### src/core/capsense_pkg.sv
// Shared constants, types and register map of the front-end control block
package capsense_pkg;

	// ------------------------------------------------------------------
	// Command codes: read code, write code is read code plus 0x10
	// ------------------------------------------------------------------
	localparam logic [7:0] WR_FLAG_MASK     = 8'h10;
	localparam logic [7:0] OFS_SHIELD_ATTEN = 8'h24;
	localparam logic [7:0] OFS_TIA_GAIN     = 8'h25;
	localparam logic [7:0] OFS_DEMOD_ROUTE  = 8'h26;
	localparam logic [7:0] OFS_AMP_GAIN     = 8'h27;
	localparam logic [7:0] OFS_I_OFFSET     = 8'h28;
	localparam logic [7:0] OFS_Q_OFFSET     = 8'h29;
	localparam logic [7:0] OFS_CONV_CTL     = 8'h2a;
	localparam logic [7:0] OFS_BLANKING     = 8'h2b;
	localparam logic [7:0] OFS_PROBE_SEL    = 8'h2c;
	localparam logic [7:0] OFS_ADC_STATUS   = 8'h05;
	localparam logic [7:0] CMD_DATA_READ    = 8'h90;

	// ------------------------------------------------------------------
	// Reset values
	// ------------------------------------------------------------------
	localparam logic [1:0] RST_TWO_BIT  = 2'h0;
	localparam logic [2:0] RST_AMP_GAIN = 3'h0;
	localparam logic [7:0] RST_OFFSET   = 8'h00;
	localparam logic [7:0] RST_CONV_CTL = 8'h00;
	localparam logic [5:0] RST_BLANKING = 6'h3f;
	localparam logic [7:0] RST_PROBE    = 8'hff;

	// ------------------------------------------------------------------
	// Conversion control fields and timing counts
	// ------------------------------------------------------------------
	localparam int SETTLE_POS = 6;
	localparam int ACCUM_POS  = 4;
	localparam int DIV_POS    = 2;
	localparam int MODE_POS   = 0;
	localparam logic [11:0] SETTLE_CYC_00 = 12'd1600;
	localparam logic [11:0] SETTLE_CYC_01 = 12'd2304;
	localparam logic [11:0] SETTLE_CYC_10 = 12'd2656;
	localparam logic [4:0]  DIV_BY_16 = 5'd16;
	localparam logic [4:0]  DIV_BY_8  = 5'd8;
	localparam logic [4:0]  DIV_BY_4  = 5'd4;
	localparam logic [4:0]  CONV_TICKS_PER_SAMPLE = 5'd22;
	localparam logic [4:0]  SAMPLES_4  = 5'd4;
	localparam logic [4:0]  SAMPLES_8  = 5'd8;
	localparam logic [4:0]  SAMPLES_16 = 5'd16;
	localparam logic [14:0] OFFSET_STEP = 15'd80;
	localparam logic [3:0]  PROBE_SHIELD_CODE = 4'hb;
	localparam logic [3:0]  PROBE_LAST_LINE   = 4'h9;
	localparam int DIAG_N = 4;

	typedef enum logic [1:0] {
		MODE_RESET  = 2'h0,
		MODE_SINGLE = 2'h1,
		MODE_REPEAT = 2'h2,
		MODE_STOP   = 2'h3
	} conv_mode_type;

	typedef enum logic [3:0] {
		ST_IDLE   = 4'h1,
		ST_SETTLE = 4'h2,
		ST_SAMPLE = 4'h4,
		ST_HOLD   = 4'h8
	} conv_state_type;

	typedef struct packed {
		logic       valid;
		logic [7:0] code;
		logic [7:0] wdata;
	} cmd_type;

	typedef struct packed {
		logic        valid;
		logic [31:0] data;
	} rsp_type;

endpackage

### src/core/conv_divider.sv
// Converter clock divider with a one-cycle tick per converter period
`timescale 1ns/1ps
module conv_divider import capsense_pkg::*; (
	input  wire logic       clk,      // Core clock
	input  wire logic       nrst,     // Async reset, active low
	input  wire logic       run,      // Divider runs while high
	input  wire logic [1:0] div_sel,  // Divider select code
	output logic            conv_clk, // Divided converter clock
	output logic            tick      // Pulse at end of each period
);
	logic [4:0] cnt_q;
	logic [4:0] period;

	always_comb begin
		unique case (div_sel)
			2'h1:    period = DIV_BY_8;
			2'h2:    period = DIV_BY_4;
			default: period = DIV_BY_16;
		endcase
	end

	always_ff @(posedge clk or negedge nrst) begin
		if (!nrst) begin
			cnt_q <= 5'd0;
			tick  <= 1'b0;
		end else if (!run) begin
			cnt_q <= 5'd0;
			tick  <= 1'b0;
		end else begin
			tick  <= (cnt_q == period - 5'd1);
			cnt_q <= (cnt_q == period - 5'd1) ? 5'd0 : cnt_q + 5'd1;
		end
	end

	always_ff @(posedge clk or negedge nrst) begin
		if (!nrst) begin
			conv_clk <= 1'b0;
		end else begin
			conv_clk <= run && (cnt_q < (period >> 1));
		end
	end
endmodule // conv_divider

### src/core/blank_filter.sv
// Up/down blanking counter for one diagnostic input
`timescale 1ns/1ps
module blank_filter (
	input  wire logic       clk,      // Core clock
	input  wire logic       nrst,     // Async reset, active low
	input  wire logic       fault,    // Synchronised raw diagnostic
	input  wire logic [5:0] terminal, // Programmed terminal count
	output logic            report    // Filtered fault indication
);
	logic [5:0] cnt_q;

	// Counts up while the fault is present, down while absent
	always_ff @(posedge clk or negedge nrst) begin
		if (!nrst) begin
			cnt_q <= 6'd0;
		end else if (fault && cnt_q != 6'h3f) begin
			cnt_q <= cnt_q + 6'd1;
		end else if (!fault && cnt_q != 6'd0) begin
			cnt_q <= cnt_q - 6'd1;
		end
	end

	always_ff @(posedge clk or negedge nrst) begin
		if (!nrst) begin
			report <= 1'b0;
		end else begin
			report <= (cnt_q >= terminal) && (cnt_q != 6'd0);
		end
	end
endmodule // blank_filter

### src/core/capsense_frontend_config_adc_ctl.sv
// Front-end settings registers and conversion sequencer
// ------------------------------------------------------------------
// ------------------------------------------------------------------
`timescale 1ns/1ps
module capsense_frontend_config_adc_ctl import capsense_pkg::*; (
	input  wire logic              clk,               // Core clock
	input  wire logic              nrst,              // Async reset
	input  wire cmd_type           cmd,               // Serial command
	input  wire logic [9:0]        adc_i_pin,         // I sample pins
	input  wire logic [9:0]        adc_q_pin,         // Q sample pins
	input  wire logic              inphase_clock,     // I demod clock
	input  wire logic              quadrature_clock,  // Q demod clock
	input  wire logic [DIAG_N-1:0] fault_pin,         // Raw diagnostics
	output rsp_type                rsp,               // Read answer
	output logic [1:0]             attenuator_select, // Shield scale
	output logic [1:0]             tia_gain_select,   // TIA feedback
	output logic [2:0]             amp_gain_code,     // Amplifier gain
	output logic [7:0]             i_offset_code,     // I offset DAC
	output logic [7:0]             q_offset_code,     // Q offset DAC
	output logic                   upper_demod_clk,   // Upper path clock
	output logic                   lower_demod_clk,   // Lower path clock
	output logic                   converter_clock,   // ADC clock
	output logic                   adc_reset,         // DSP/ADC reset
	output logic                   conv_done,         // Complete flag
	output logic [13:0]            i_data,            // I result
	output logic [13:0]            q_data,            // Q result
	output logic [10:0]            positive_probe_en, // Plus mux lines
	output logic [10:0]            negative_probe_en, // Minus mux lines
	output logic [DIAG_N-1:0]      fault_report       // Filtered faults
);
	// ------------------------------------------------------------------
	// Functions
	// ------------------------------------------------------------------
	function automatic logic [10:0] probe_decode(input logic [3:0] c);
		logic [10:0] r;
		r = 11'h000;
		if (c <= PROBE_LAST_LINE) begin
			r = 11'(11'h001 << c);
		end else if (c == PROBE_SHIELD_CODE) begin
			r = 11'h400;
		end
		return r;
	endfunction

	function automatic logic [9:0] offset_adjust(input logic [9:0] s,
			input logic [7:0] code);
		logic [14:0] step;
		step = 15'(OFFSET_STEP * code);
		return ({5'h00, s} > step) ? 10'(({5'h00, s}) - step) : 10'h000;
	endfunction

	// ------------------------------------------------------------------
	// Command decode and settings registers
	// ------------------------------------------------------------------
	conv_state_type state_q;
	logic [7:0]     conv_ctl_q;
	logic [5:0]     blanking_q;
	logic [7:0]     probe_q;
	logic           wr_en;
	logic [7:0]     wr_code;
	logic           ctl_wr;
	logic           data_rd;
	conv_mode_type  wr_mode;

	assign wr_en   = cmd.valid && cmd.code[4] && cmd.code != CMD_DATA_READ;
	assign wr_code = cmd.code & ~WR_FLAG_MASK;
	assign ctl_wr  = wr_en && wr_code == OFS_CONV_CTL;
	assign data_rd = cmd.valid && cmd.code == CMD_DATA_READ;
	assign wr_mode = conv_mode_type'(cmd.wdata[MODE_POS +: 2]);

	// Upper bits of narrow fields are dropped on write
	always_ff @(posedge clk or negedge nrst) begin
		if (!nrst) begin
			attenuator_select <= RST_TWO_BIT;
			tia_gain_select   <= RST_TWO_BIT;
			amp_gain_code     <= RST_AMP_GAIN;
			i_offset_code     <= RST_OFFSET;
			q_offset_code     <= RST_OFFSET;
			conv_ctl_q        <= RST_CONV_CTL;
			blanking_q        <= RST_BLANKING;
			probe_q           <= RST_PROBE;
		end else if (wr_en) begin
			unique case (wr_code)
				OFS_SHIELD_ATTEN: attenuator_select <= cmd.wdata[1:0];
				OFS_TIA_GAIN:     tia_gain_select   <= cmd.wdata[1:0];
				OFS_AMP_GAIN:     amp_gain_code     <= cmd.wdata[2:0];
				OFS_I_OFFSET:     i_offset_code     <= cmd.wdata;
				OFS_Q_OFFSET:     q_offset_code     <= cmd.wdata;
				OFS_CONV_CTL:     conv_ctl_q        <= cmd.wdata;
				OFS_BLANKING:     blanking_q        <= cmd.wdata[5:0];
				OFS_PROBE_SEL:    probe_q           <= cmd.wdata;
				default: ;
			endcase
		end
	end

	// demod_route held locally; drives the clock swap below
	logic [1:0] demod_q;
	always_ff @(posedge clk or negedge nrst) begin
		if (!nrst) begin
			demod_q <= RST_TWO_BIT;
		end else if (wr_en && wr_code == OFS_DEMOD_ROUTE) begin
			demod_q <= cmd.wdata[1:0];
		end
	end

	// ------------------------------------------------------------------
	// Read answers
	// ------------------------------------------------------------------
	logic [31:0] rd_val;
	always_comb begin
		rd_val = 32'h0000_0000;
		unique case (cmd.code)
			OFS_SHIELD_ATTEN: rd_val = {30'h0, attenuator_select};
			OFS_TIA_GAIN:     rd_val = {30'h0, tia_gain_select};
			OFS_DEMOD_ROUTE:  rd_val = {30'h0, demod_q};
			OFS_AMP_GAIN:     rd_val = {29'h0, amp_gain_code};
			OFS_I_OFFSET:     rd_val = {24'h0, i_offset_code};
			OFS_Q_OFFSET:     rd_val = {24'h0, q_offset_code};
			OFS_CONV_CTL:     rd_val = {24'h0, conv_ctl_q};
			OFS_BLANKING:     rd_val = {26'h0, blanking_q};
			OFS_PROBE_SEL:    rd_val = {24'h0, probe_q};
			OFS_ADC_STATUS:   rd_val = {31'h0, conv_done};
			CMD_DATA_READ:    rd_val = {2'h0, i_data, 2'h0, q_data};
			default:          rd_val = 32'h0000_0000;
		endcase
	end

	always_ff @(posedge clk or negedge nrst) begin
		if (!nrst) begin
			rsp <= '0;
		end else begin
			rsp.valid <= cmd.valid && !wr_en;
			rsp.data  <= wr_en ? 32'h0000_0000 : rd_val;
		end
	end

	// ------------------------------------------------------------------
	// Routing and probe outputs
	// ------------------------------------------------------------------
	always_ff @(posedge clk or negedge nrst) begin
		if (!nrst) begin
			upper_demod_clk <= 1'b0;
			lower_demod_clk <= 1'b0;
		end else begin
			upper_demod_clk <= (demod_q[0] ? quadrature_clock
				: inphase_clock) ^ demod_q[1];
			lower_demod_clk <= (demod_q[0] ? inphase_clock
				: quadrature_clock) ^ demod_q[1];
		end
	end

	always_ff @(posedge clk or negedge nrst) begin
		if (!nrst) begin
			positive_probe_en <= 11'h000;
			negative_probe_en <= 11'h000;
		end else begin
			positive_probe_en <= probe_decode(probe_q[7:4]);
			negative_probe_en <= probe_decode(probe_q[3:0]);
		end
	end

	// ------------------------------------------------------------------
	// Pin synchronisers and blanking
	// ------------------------------------------------------------------
	logic [9:0]        i_meta_q, i_sync_q, q_meta_q, q_sync_q;
	logic [DIAG_N-1:0] f_meta_q, f_sync_q;
	always_ff @(posedge clk or negedge nrst) begin
		if (!nrst) begin
			i_meta_q <= 10'h000;
			i_sync_q <= 10'h000;
			q_meta_q <= 10'h000;
			q_sync_q <= 10'h000;
			f_meta_q <= '0;
			f_sync_q <= '0;
		end else begin
			i_meta_q <= adc_i_pin;
			i_sync_q <= i_meta_q;
			q_meta_q <= adc_q_pin;
			q_sync_q <= q_meta_q;
			f_meta_q <= fault_pin;
			f_sync_q <= f_meta_q;
		end
	end

	for (genvar g = 0; g < DIAG_N; g++) begin : g_blank
		blank_filter u_blank (
			.clk      (clk),
			.nrst     (nrst),
			.fault    (f_sync_q[g]),
			.terminal (blanking_q),
			.report   (fault_report[g])
		);
	end

	// ------------------------------------------------------------------
	// Conversion sequencer
	// ------------------------------------------------------------------
	logic [11:0] settle_len;
	logic [4:0]  sample_num;
	logic [11:0] settle_cnt_q;
	logic [4:0]  tick_cnt_q;
	logic [4:0]  samp_cnt_q;
	logic [13:0] acc_i_q, acc_q_q;
	logic        conv_tick;
	logic        sample_tick;
	logic        last_sample;
	logic        restart;

	always_comb begin
		unique case (conv_ctl_q[SETTLE_POS +: 2])
			2'h1:    settle_len = SETTLE_CYC_01;
			2'h2:    settle_len = SETTLE_CYC_10;
			default: settle_len = SETTLE_CYC_00;
		endcase
		unique case (conv_ctl_q[ACCUM_POS +: 2])
			2'h1:    sample_num = SAMPLES_8;
			2'h2:    sample_num = SAMPLES_16;
			default: sample_num = SAMPLES_4;
		endcase
	end

	conv_divider u_div (
		.clk      (clk),
		.nrst     (nrst),
		.run      (state_q == ST_SAMPLE),
		.div_sel  (conv_ctl_q[DIV_POS +: 2]),
		.conv_clk (converter_clock),
		.tick     (conv_tick)
	);

	assign sample_tick = conv_tick
		&& tick_cnt_q == CONV_TICKS_PER_SAMPLE - 5'd1;
	assign last_sample = state_q == ST_SAMPLE && sample_tick
		&& samp_cnt_q == sample_num - 5'd1;
	assign restart = last_sample
		&& conv_ctl_q[MODE_POS +: 2] == MODE_REPEAT;

	always_ff @(posedge clk or negedge nrst) begin
		if (!nrst) begin
			state_q <= ST_IDLE;
		end else if (ctl_wr) begin
			unique case (wr_mode)
				MODE_RESET:  state_q <= ST_IDLE;
				MODE_SINGLE: state_q <= ST_SETTLE;
				MODE_REPEAT: state_q <= ST_SETTLE;
				MODE_STOP:   state_q <= ST_HOLD;
			endcase
		end else begin
			unique case (state_q)
				ST_SETTLE: if (settle_cnt_q == settle_len - 12'd1) begin
					state_q <= ST_SAMPLE;
				end
				ST_SAMPLE: if (last_sample) begin
					state_q <= restart ? ST_SETTLE : ST_HOLD;
				end
				ST_IDLE, ST_HOLD: ;
			endcase
		end
	end

	always_ff @(posedge clk or negedge nrst) begin
		if (!nrst) begin
			settle_cnt_q <= 12'd0;
		end else if (state_q == ST_SETTLE && !ctl_wr) begin
			settle_cnt_q <= settle_cnt_q + 12'd1;
		end else begin
			settle_cnt_q <= 12'd0;
		end
	end

	always_ff @(posedge clk or negedge nrst) begin
		if (!nrst) begin
			tick_cnt_q <= 5'd0;
			samp_cnt_q <= 5'd0;
			acc_i_q    <= 14'h0000;
			acc_q_q    <= 14'h0000;
		end else if (state_q != ST_SAMPLE || ctl_wr) begin
			tick_cnt_q <= 5'd0;
			samp_cnt_q <= 5'd0;
			acc_i_q    <= 14'h0000;
			acc_q_q    <= 14'h0000;
		end else if (sample_tick) begin
			tick_cnt_q <= 5'd0;
			samp_cnt_q <= samp_cnt_q + 5'd1;
			acc_i_q    <= acc_i_q
				+ 14'(offset_adjust(i_sync_q, i_offset_code));
			acc_q_q    <= acc_q_q
				+ 14'(offset_adjust(q_sync_q, q_offset_code));
		end else if (conv_tick) begin
			tick_cnt_q <= tick_cnt_q + 5'd1;
		end
	end

	// Results and done flag; a finishing cycle wins over a data-read clear, a control write wins over a finishing cycle
	always_ff @(posedge clk or negedge nrst) begin
		if (!nrst) begin
			i_data    <= 14'h0000;
			q_data    <= 14'h0000;
			conv_done <= 1'b0;
		end else if (last_sample && !ctl_wr) begin
			i_data    <= acc_i_q + 14'(offset_adjust(i_sync_q, i_offset_code));
			q_data    <= acc_q_q + 14'(offset_adjust(q_sync_q, q_offset_code));
			conv_done <= 1'b1;
		end else if (data_rd || (ctl_wr && wr_mode != MODE_STOP)) begin
			conv_done <= 1'b0;
		end
	end

	always_ff @(posedge clk or negedge nrst) begin
		if (!nrst) begin
			adc_reset <= 1'b1;
		end else begin
			adc_reset <= conv_ctl_q[MODE_POS +: 2] == MODE_RESET;
		end
	end
endmodule // capsense_frontend_config_adc_ctl

### config.mk
export PLATFORM = sky130hd
export DESIGN_NAME = capsense_frontend_config_adc_ctl
export DESIGN_NICKNAME = d
export VERILOG_FILES = /design/src/core/capsense_pkg.sv /design/src/core/conv_divider.sv /design/src/core/blank_filter.sv /design/src/core/capsense_frontend_config_adc_ctl.sv
export SDC_FILE = /design/constraint.sdc
export NUM_CORES = 1
export LEC_CHECK = 0
export BUFFER_PORTS_ARGS = -buffer_cell sky130_fd_sc_hd__buf_4
export CORE_ASPECT_RATIO = 0.5
export CORE_UTILIZATION = 45
export CTS_BUF_LIST = sky130_fd_sc_hd__clkbuf_8
export DETAILED_ROUTE_END_ITERATION = 8
export GPL_TIMING_DRIVEN = 0
export PLACE_DENSITY = 0.67
export SETUP_SLACK_MARGIN = 0.1
export SYNTH_ARGS = -nofsm -noshare
export SYNTH_HDL_FRONTEND = slang
export SYNTH_SLANG_ARGS = --single-unit
### constraint.sdc
create_clock -name clk -period 4.3 [get_ports clk]
set_input_delay 1.075 -clock clk [delete_from_list [all_inputs] [get_ports clk]]
set_output_delay 1.075 -clock clk [all_outputs]
set_load 0.05 [all_outputs]
### Word level (Yosys, flattened, before mapping)

Cells that the tools add are included.

| operators by class | value |
|---|---|
| add/subtract/negate cells | 19 |
| multipliers | 2 |
| divide/modulo/power cells | 0 |
| $lt $le $gt $ge | 9 |
| eq/ne operators | 47 |
| shifts and indexed selects | 2 |
| multiplexer cells | 42 |
| bitwise operators | 2 |
| reductions and logical operators | 58 |

Operator list:

| kind | count |
|---|---|
| $pmux 30 s11 | 1 |
| $eq 8x6->1 const B | 9 |
| $eq 7x5->1 const B | 9 |
| $mux 14 | 4 |
| $mux 6 | 8 |
| $mux 11 | 4 |
| $mux 5 | 7 |
| $mux 32 | 1 |
| $gt 10x15->1 | 2 |
| $add 14x10->14 | 2 |
| $logic_and 1x1->1 | 26 |
| $add 6x1->6 const B | 4 |
| $ge 6x6->1 | 4 |
| $ne 6x6->1 const B | 4 |
| $pmux 12 s2 | 1 |
| $reduce_bool 6->1 | 4 |
| $sub 6x1->6 const B | 4 |
| $mul 3x8->11 const A | 2 |
| $shl 1x4->11 const A | 2 |
| $mux 10 | 2 |
| $pmux 5 s2 | 2 |
| $sub 10x10->10 | 2 |
| $mux 4 | 4 |
| $reduce_and 2->1 | 8 |
| 32 further kinds | 65 |

| storage, ports and cells | value |
|---|---|
| bits in registers | 271 |
| latch bits | 0 |
| memory bits (writable) | 0 |
| ROM bits | 0 |
| output and inout bits | 115 |
| logic and storage cells | 223 |
| memories kept | 0 |

### Logic depth before layout (Yosys ltp)

Gate-level depths: netlist of run 1.

| logic depth | value |
|---|---|
| word-level depth | 10 |
| depth in mapped cells | 19 |
| gate-level depth less buffers | 19 |

### By module

Synthesis of run 1 repeated with hierarchy kept, for this count alone.

| second synthesis, totals | value |
|---|---|
| cells, all modules | 1,281 |
| area, all modules | 13,793.2 µm² |

Modules (own cells, without submodules):

| module | times used | cells an instance | area each (µm²) |
|---|---|---|---|
| capsense_frontend_config_adc_ctl | 1 | 988 | 11,031.8 |
| blank_filter | 4 | 64 | 590.6 |
| conv_divider | 1 | 37 | 399.1 |

### Worst setup path after synthesis of run 1

Ideal clock, no wire load.

| timing path | value |
|---|---|
| kind | reg-to-reg |
| start point | reg i_offset_code[3] |
| end point | reg i_data[12] |
| setup time | 0.069 ns |
| arrival time | 4.286 ns |
| required time | 4.231 ns |
| setup slack | -0.055 ns |
| stages on the path, launching flop included | 19 |
| buffers on the path | 0 |
| cell sequence | dfrtp_1 -> ha_1 -> ha_1 -> fa_1 -> inv_1 -> ha_1 -> nand4_1 -> and4_1 -> o21a_1 -> and2_1 -> ha_1 -> inv_1 -> fa_1 -> nor2b_1 -> o31a_1 -> o211a_1 -> nor3_1 -> or4_1 -> nand3_1 |

| on the way | value |
|---|---|
| word-level cells in the longest chain between the ends | 4 |
| elaborated cells on any way between the ends | 5 |
| those cells by class | add/sub (2); mul (1); order compare (1); mux (1) |

RTL lines:

| item | RTL line | text |
|---|---|---|
| start, declared | capsense_frontend_config_adc_ctl.sv:18 | `output logic [7:0] i_offset_code,` |
| start signal, assigned | capsense_frontend_config_adc_ctl.sv:87 | `OFS_I_OFFSET: i_offset_code <= cmd.wdata;` |
| $mul 3x8->11 (*) | capsense_frontend_config_adc_ctl.sv:48 | `step = 15'(OFFSET_STEP * code);` |
| $gt 10x15->1 or $sub 10x10->10 (tied branches) | capsense_frontend_config_adc_ctl.sv:49 | `return ({5'h00, s} > step) ? 10'(({5'h00, s}) - step) : 10'h000;` |
| $mux 10 (*) | capsense_frontend_config_adc_ctl.sv:49 |  |
| $add 14x10->14 (*) | capsense_frontend_config_adc_ctl.sv:302 | `i_data <= acc_i_q + 14'(offset_adjust(i_sync_q, i_offset_code));` |
| end signal, assigned | capsense_frontend_config_adc_ctl.sv:302 |  |
| end, declared | capsense_frontend_config_adc_ctl.sv:25 | `output logic [13:0] i_data,` |

Every way passes the cells marked *; elsewhere a longest branch is shown, timed or not.
A chain may end at the register's enable or synchronous reset.

### Final worst setup path of run 1

Ends and elaborated chain as after synthesis.

==> metrics.csv, run 1 <==
metric,value,unit
status,"finished, final reports clean",
"Slowest-stage cell, CP",or4_1,
hold path cells,0,
dpl ws,-0.3680,ns
"Cell Chain, Critical Path","ha_4, ha_4, fa_2, xnor2_1, ha_1, nand4_1, and4_4, o21a_4, and2_4, ha_4, inv_2, fa_2, nor2b_2, o31a_1, o211a_1, nor3_1, or4_1, nand3_1",
antenna violations before repair,1,
Hold Fails Final Rpt,0,
DP Cell Count,1796,
nets@finish,1641,
detailed placement HPWL,24.44,mm
H-Tree Depth,2,
final setup vio count,0,
cts bufs inserted,40,
Syn. warnings,0,
GP Congestion,0.9064,
"IR drop worst, VDD",0.4765,mV
root buf cell,clkbuf_8,
min setup slack post-route,0.1526,ns
DR WL/cell,17.88,um
final period utilization,96.45,%
Clock Sinks,267,
Synth cell types,61,
area grow syn2layout,23.72,%
measured slew at the worst slew-check pin,0.9132,ns
die height,123.8,um
core area,29070,sq um
Iteration-0 DRC Markers,694,
"Avg Cell Area, Syn",10.72,sq um
CTS tree,built,
fmax,241.1,MHz
final wirelength,33.91,mm
post-synthesis register bit count,267,
IO Port Bufs,154,
vias in the first global route,9977,
full die area,30420,sq um
fillers,2499,
Worst Setup Start Kind,flip-flop,
dominant synthesized flop cell,dfrtp_1,
Final ANT Viol Nets,0,
delay of the slowest critical-path stage,0.48,ns
Lkg Pwr,7.813,nW
post-synthesis cell count,1246,
Worst Hold Class,flip-flop to flip-flop,
CP Class,flip-flop to flip-flop,
Antenna Cells,0,
GRT overflow,0,
Crit path arrival time,4.66,ns
number of synthesized flops with an enable pin,0,
Multi-input gate area,6674,sq um
pwr dens,422.3,nW/um^2
CP dominant cell by count,ha_4,
Clock Latency Late Sink,0.58,ns
"Reg clk slew, reported paths",0.07,ns
RSZ-0062 raised after global routing,true,
asr flop ratio synth,100.0,%
Min Hold Slack,0.3430,ns
crit end category,flip-flop,
post-route insts no fill,1896,
Tot GR Track Use,22.38,%
# rows,44,
largest net degree at the start of global routing,122,
first-pass GRT wire length,53.02,mm
fin. max-slew vios,0,
crit-path max FO,6,
Slew headroom,38.26,%
Die W,245.7,um
share of cells above drive strength 1,24.98,%
clk buf depth,3,
WP data required,4.82,ns
Via Count,10110,
Initial Util,45.95,%
register area share after synthesis,50.17,%
vias per inst,5.331,
Total Power,6.978,mW
clk_skew,0.03366,ns
post-synthesis cell area,13360,sq um
min Tclk post-route,4.147,ns
# DRC,0,
# IOs,160,
Sequential Area,6711,sq um
Max Cap Violations,0,
FF-to-FF path depth,18,
Initial DRT Pass Iterations,5,
-- power by group --
| part | internal, mW | switching [mW] | total (mW) |
|---|---|---|---|
| Combinational | 0.762 | 0.971 | 1.73 |
| Sequential | 2.73 | 0.232 | 2.96 |
| Clock | 1.27 | 1.01 | 2.28 |
-- layout make-up --
class	count	share of cell area [%]
multi-input cells	897	40.38
well taps	391	2.960
repair buffers	183	8.601
clock inverters	24	1.234
inverters	48	1.090
clock buffers	49	4.081
plain buffers	37	1.037
flip-flops and latches	267	40.61
-- logic make-up after synthesis --
logic type	Yosys count	synth area share, %
buffers and inverters	85	2.632
AOI/OAI and AO/OA	253	11.43
DFF	267	50.17
xor gates and xnor gates	74	4.852
other	1	0.02807
muxes	49	4.075
adders and majority gates	122	11.99
and+or+nand+nor	395	14.83
-- worst paths after layout --
check                      slack [ns]             start               end
setup / recovery                 0.15  i_offset_code[3]        i_data[12]
max in group asynchronous        2.41              nrst  q_offset_code[0]
min in group asynchronous        0.47              nrst         q_data[6]
setup reg to reg                 0.15  i_offset_code[3]        i_data[12]
hold reg to reg                  0.34       q_meta_q[5]       q_sync_q[5]
hold / removal                   0.34       q_meta_q[5]       q_sync_q[5]
-- sequential cells by signal, summed over array words and instances, names as in the netlist, 11 cells and up --
signal	flops
acc_i_q	14
acc_q_q	14
g_blank.u_blank.cnt_q	24
i_data	14
negative_probe_en	11
positive_probe_en	11
q_data	14
rsp	29
settle_cnt_q	12
-- cells in the mapped netlist, types with 20 or more instances --
master | instances | area (sq um)
nor3_1 | 29 | 145.1
inv_1 | 48 | 180.2
clkbuf_1 | 27 | 101.4
xnor2_1 | 36 | 315.3
a21o_1 | 22 | 165.2
a21oi_1 | 63 | 315.3
o21ai_0 | 102 | 510.5
and2_1 | 35 | 219.0
nor2_1 | 85 | 319.1
dfrtp_1 | 251 | 6281
nand3_1 | 20 | 100.1
xor2_1 | 38 | 332.8
nand2b_1 | 20 | 125.1
mux2_2 | 43 | 484.2
ha_1 | 112 | 1401
nand2_1 | 122 | 457.9
-- critical path, delay by kind of cell, from the launching register on --
family	cells	cell delay (ns)
flops	1	0.43
fa+ha+maj	6	1.56
buf+inv	1	0.04
compound gates	3	0.59
xor+xnor	1	0.14
simple gates	7	1.35
-- timing repair --
item,in CTS,in global routing
hold buffers,0,0
gates cloned,0,0
resized for setup,36,44
endpoints found under the setup margin,32,32
pin swaps,19,31
buffers inserted,15,12
-- stage by stage --
step / utilization [%] / TNS [ns] / area, sq um
after CTS: 55.80 / 0 / 16220
after global routing: 56.85 / -0.01289 / 16530
after floorplan: - / 0 / 13370
after detailed placement: 51.89 / -3.282 / 15080
final: 56.85 / 0 / 16530
after global placement: 51.67 / -2.445 / 15020
-- routing by layer --
layer / share of wire [%] / global-route usage, %
met4: 2.0 / 6.366
met2: 48 / 37.87
met3: 5.5 / 4.934
met5: 0.050 / 0
met1: 44 / 29.11
-- placed cells by master (no fill, tap or decap), drive strengths merged, types with 4 or more instances in the layout --
master / netlist / final
nor3b: 6 / 6
nor2: 85 / 85
a21o: 22 / 22
a222oi: 7 / 7
and4: 5 / 5
ha: 112 / 112
nor4: 15 / 15
bufinv: 0 / 4
dfrtp: 251 / 251
nor3: 29 / 29
xnor2: 36 / 36
nand3: 20 / 20
and3: 9 / 9
fa: 10 / 10
mux2: 43 / 43
o21bai: 6 / 6
mux2i: 6 / 6
and2: 35 / 35
xor2: 38 / 38
o21a: 8 / 8
nand4b: 4 / 4
nand4: 8 / 8
buf: 10 / 193
a21oi: 63 / 63
conb: 1 / 4
inv: 48 / 65
nand2b: 20 / 20
a22oi: 9 / 9
a211oi: 9 / 9
o211ai: 4 / 4
o21ai: 102 / 102
dfstp: 16 / 16
clkbuf: 27 / 76
nor4b: 4 / 4
nand2: 123 / 123
or3: 9 / 9
nor2b: 10 / 10
Note: power is estimated with default switching activity, not from simulation.
==> inputs of run 2 (changes only) <==
==> constraint.sdc (replaced) <==
create_clock -name clk -period 4.3 [get_ports clk]
set_input_delay 0.215 -clock clk [delete_from_list [all_inputs] [get_ports clk]]
set_output_delay 0.215 -clock clk [all_outputs]
set_load 0.05 [all_outputs]
==> run 2 against run 1 <==
  * Clock power about the same
  * Combinational power increased by 3%
  * Non-clock buffer count increased by 38
  * Via count increased by 2.1%
  * Sequential share of layout area decreased by 1.1 points
  * Count of clock-buffer cells in the layout unchanged
  * Largest cell class is now multi-input combinational cells
==> metrics.csv, run 2 (synthesis results as in run 1) <==
metric,value,unit,change
crit-path max FO,6,,unchanged
final wirelength,34.66,mm,+2.2%
share of cells above drive strength 1,24.76,%,-0.23 points
Max Cap Violations,0,,unchanged
Worst Hold Class,input pin to flip-flop,,
Antenna Cells,0,,unchanged
area grow syn2layout,27.03,%,
"IR drop worst, VDD",0.4759,mV,-0.11%
post-route core utilization,58.38,%,+1.5 points
dpl ws,-0.3680,ns,unchanged
Die W,245.7,um,unchanged
clk buf depth,3,,unchanged
GRT overflow,0,,unchanged
Initial DRT Pass Iterations,5,,unchanged
RSZ-0062 raised after global routing,true,,
Critical R2R Capture,i_data[12],,
FF-to-FF setup slack,0.12,ns,-0.04 ns
hold_sp,cmd[12],,
Clock Latency Late Sink,0.57,ns,about the same
Lkg Pwr,7.985,nW,+2.2%
Buf/Inv on CP,1,,unchanged
biggest regs,"rsp: 29 flops, g_blank.u_blank.cnt_q: 24 flops",,
Slew headroom,40.61,%,+2.4 points
max FFs per register,29,,unchanged
CTS tree,built,,
Initial Util,45.95,%,unchanged
delay of the slowest critical-path stage,0.48,ns,about the same
nets@finish,1679,,+2.3%
detailed placement HPWL,24.44,mm,unchanged
min Tclk post-route,4.183,ns,+0.03544 ns
Top reg by flops,rsp,,
Min Hold Slack,0.1392,ns,-0.2039 ns
hold path cells,3,,+3
design area,16970,sq um,+2.7%
die height,123.8,um,unchanged
cts bufs inserted,40,,unchanged
DR WL/cell,17.92,um,+0.21%
H-Tree Depth,2,,unchanged
Worst Setup Start Kind,flip-flop,,
fin. max-slew vios,0,,unchanged
vias per inst,5.335,,about the same
first-pass GRT wire length,54.02,mm,+1.9%
measured slew at the worst slew-check pin,0.8785,ns,-0.03478 ns
"Cell Chain, Critical Path","ha_4, ha_4, fa_2, xnor2_1, ha_1, nand4_1, and4_4, o21a_4, and2_4, ha_4, inv_2, fa_2, nor2b_2, o31a_1, o211a_1, nor3_1, or4_1, nand3_1",,
fmax,239.1,MHz,-0.85%
final period utilization,97.27,%,+0.82 points
Via Count,10320,,+2.1%
"Reg clk slew, reported paths",0.07,ns,about the same
GP Congestion,0.9064,,unchanged
Total Power,7.025,mW,+0.67%
most frequent cells in the layout,"dfrtp_1 (243), buf_4 (189), nand2_1 (122)",,
Clock Sinks,267,,unchanged
# DRC,0,,unchanged
antenna violations before repair,1,,unchanged
Crit path arrival time,4.69,ns,+0.03 ns
largest net degree at the start of global routing,122,,unchanged
status,"finished, final reports clean",,
vias in the first global route,10160,,+1.8%
full die area,30420,sq um,unchanged
root buf cell,clkbuf_8,,
Final ANT Viol Nets,0,,unchanged
CP dominant cell by count,ha_4,,
"commonest non-fill, non-tap cell in the layout",dfrtp_1,,
WP data required,4.81,ns,about the same
"CP delay by family, top",adder cells,,
dpl cell area,15080,sq um,unchanged
FF-to-FF path depth,18,,unchanged
hold endpoint,rsp[32],,
min setup slack post-route,0.1172,ns,-0.03544 ns
# rows,44,,unchanged
Iteration-0 DRC Markers,597,,-14%
crit end category,flip-flop,,
IO Port Bufs,154,,unchanged
Hold Fails Final Rpt,0,,unchanged
final setup vio count,0,,unchanged
CP Class,flip-flop to flip-flop,,
fillers,2454,,-1.8%
Crit Reg-Reg Startpoint,i_offset_code[3],,
core area,29070,sq um,unchanged
# IOs,160,,unchanged
"Slowest-stage cell, CP",or4_1,,
Tot GR Track Use,22.81,%,+0.43 points
clk_skew,0.02958,ns,-0.004077 ns
pwr dens,414.0,nW/um^2,-2.0%
run 2: cell count changes in the layout (fill, tap and decap cells not counted):
| cell | delta |
|---|---|
| a211oi_2 | +1 |
| a211oi_4 | -1 |
| buf_4 | +1 |
| dlygate4sd3_1 | +37 |
| ha_1 | -3 |
| ha_2 | -2 |
| ha_4 | +5 |
| nor3b_1 | -1 |
| nor3b_4 | +1 |
| o21ai_0 | -1 |
| o21ai_2 | +1 |
run 2: timing repair:
| item | CTS | global route |
|---|---|---|
| endpoints found under the hold margin | 135 | 0 |
| cloned | 0 | 0 |
| gates resized for setup | 36 | 52 |
| setup buffers | 15 | 13 |
| hold buffers | 37 | 0 |
| pin swaps | 19 | 32 |
| endpoints found under the setup margin | 32 | 32 |
run 2: cell type report:
type | instances | area, sq um | area share [%]
multi-input cells | 897 | 6739 | 39.71
well taps | 391 | 489.2 | 2.883
clock inverters | 24 | 203.9 | 1.202
repair buffers | 221 | 1799 | 10.60
plain buffers | 37 | 171.4 | 1.010
flip-flops and latches | 267 | 6711 | 39.55
inverters | 48 | 180.2 | 1.062
clock buffers | 49 | 674.4 | 3.974
run 2: stage by stage:
stage,setup TNS (ns),cells
floorplan,0,1249
global placement,-1.576,1794
detailed placement,-3.282,1796
CTS,0,1921
global route,-0.02801,1934
finish,0,1934
run 2: worst max path at each step:
| stage | start | to | slack, ns | cells past startpoint |
|---|---|---|---|---|
| floorplan | i_offset_code[4] | i_data[12] | 0.07 | 17 |
| global placement | i_offset_code[1] | i_data[12] | -0.26 | 18 |
| detailed placement | i_offset_code[1] | i_data[12] | -0.37 | 18 |
| CTS | i_offset_code[3] | i_data[12] | 0.06 | 18 |
| global route | i_offset_code[2] | acc_i_q[12] | -0.02 | 18 |
| finish | i_offset_code[3] | i_data[12] | 0.12 | 18 |
run 2: metal layers:
| layer | up-vias | routed length, um | share of wire, % | GRT usage (%) |
|---|---|---|---|---|
| li1 | 4918 | - | - | - |
| met3 | 61 | 1925 | 5.6 | 5.020 |
| met2 | 245 | 16940 | 49 | 38.86 |
| met5 | - | 17 | 0.049 | 0 |
| met4 | 2 | 715 | 2.1 | 6.638 |
| met1 | 5092 | 15060 | 43 | 29.41 |
run 2: power breakdown:
part / switching, mW / total (mW) / internal (mW)
sequential: 0.232 / 2.96 / 2.73
combinational: 0.985 / 1.78 / 0.793
clock: 1.01 / 2.28 / 1.27
total: 2.23 / 7.02 / 4.80
run 2: worst min-delay path: cells and delay by family:
| kind | cells | cell delay [ns] |
|---|---|---|
| buf+inv | 2 | 0.24 |
| compound gates | 1 | 0.21 |
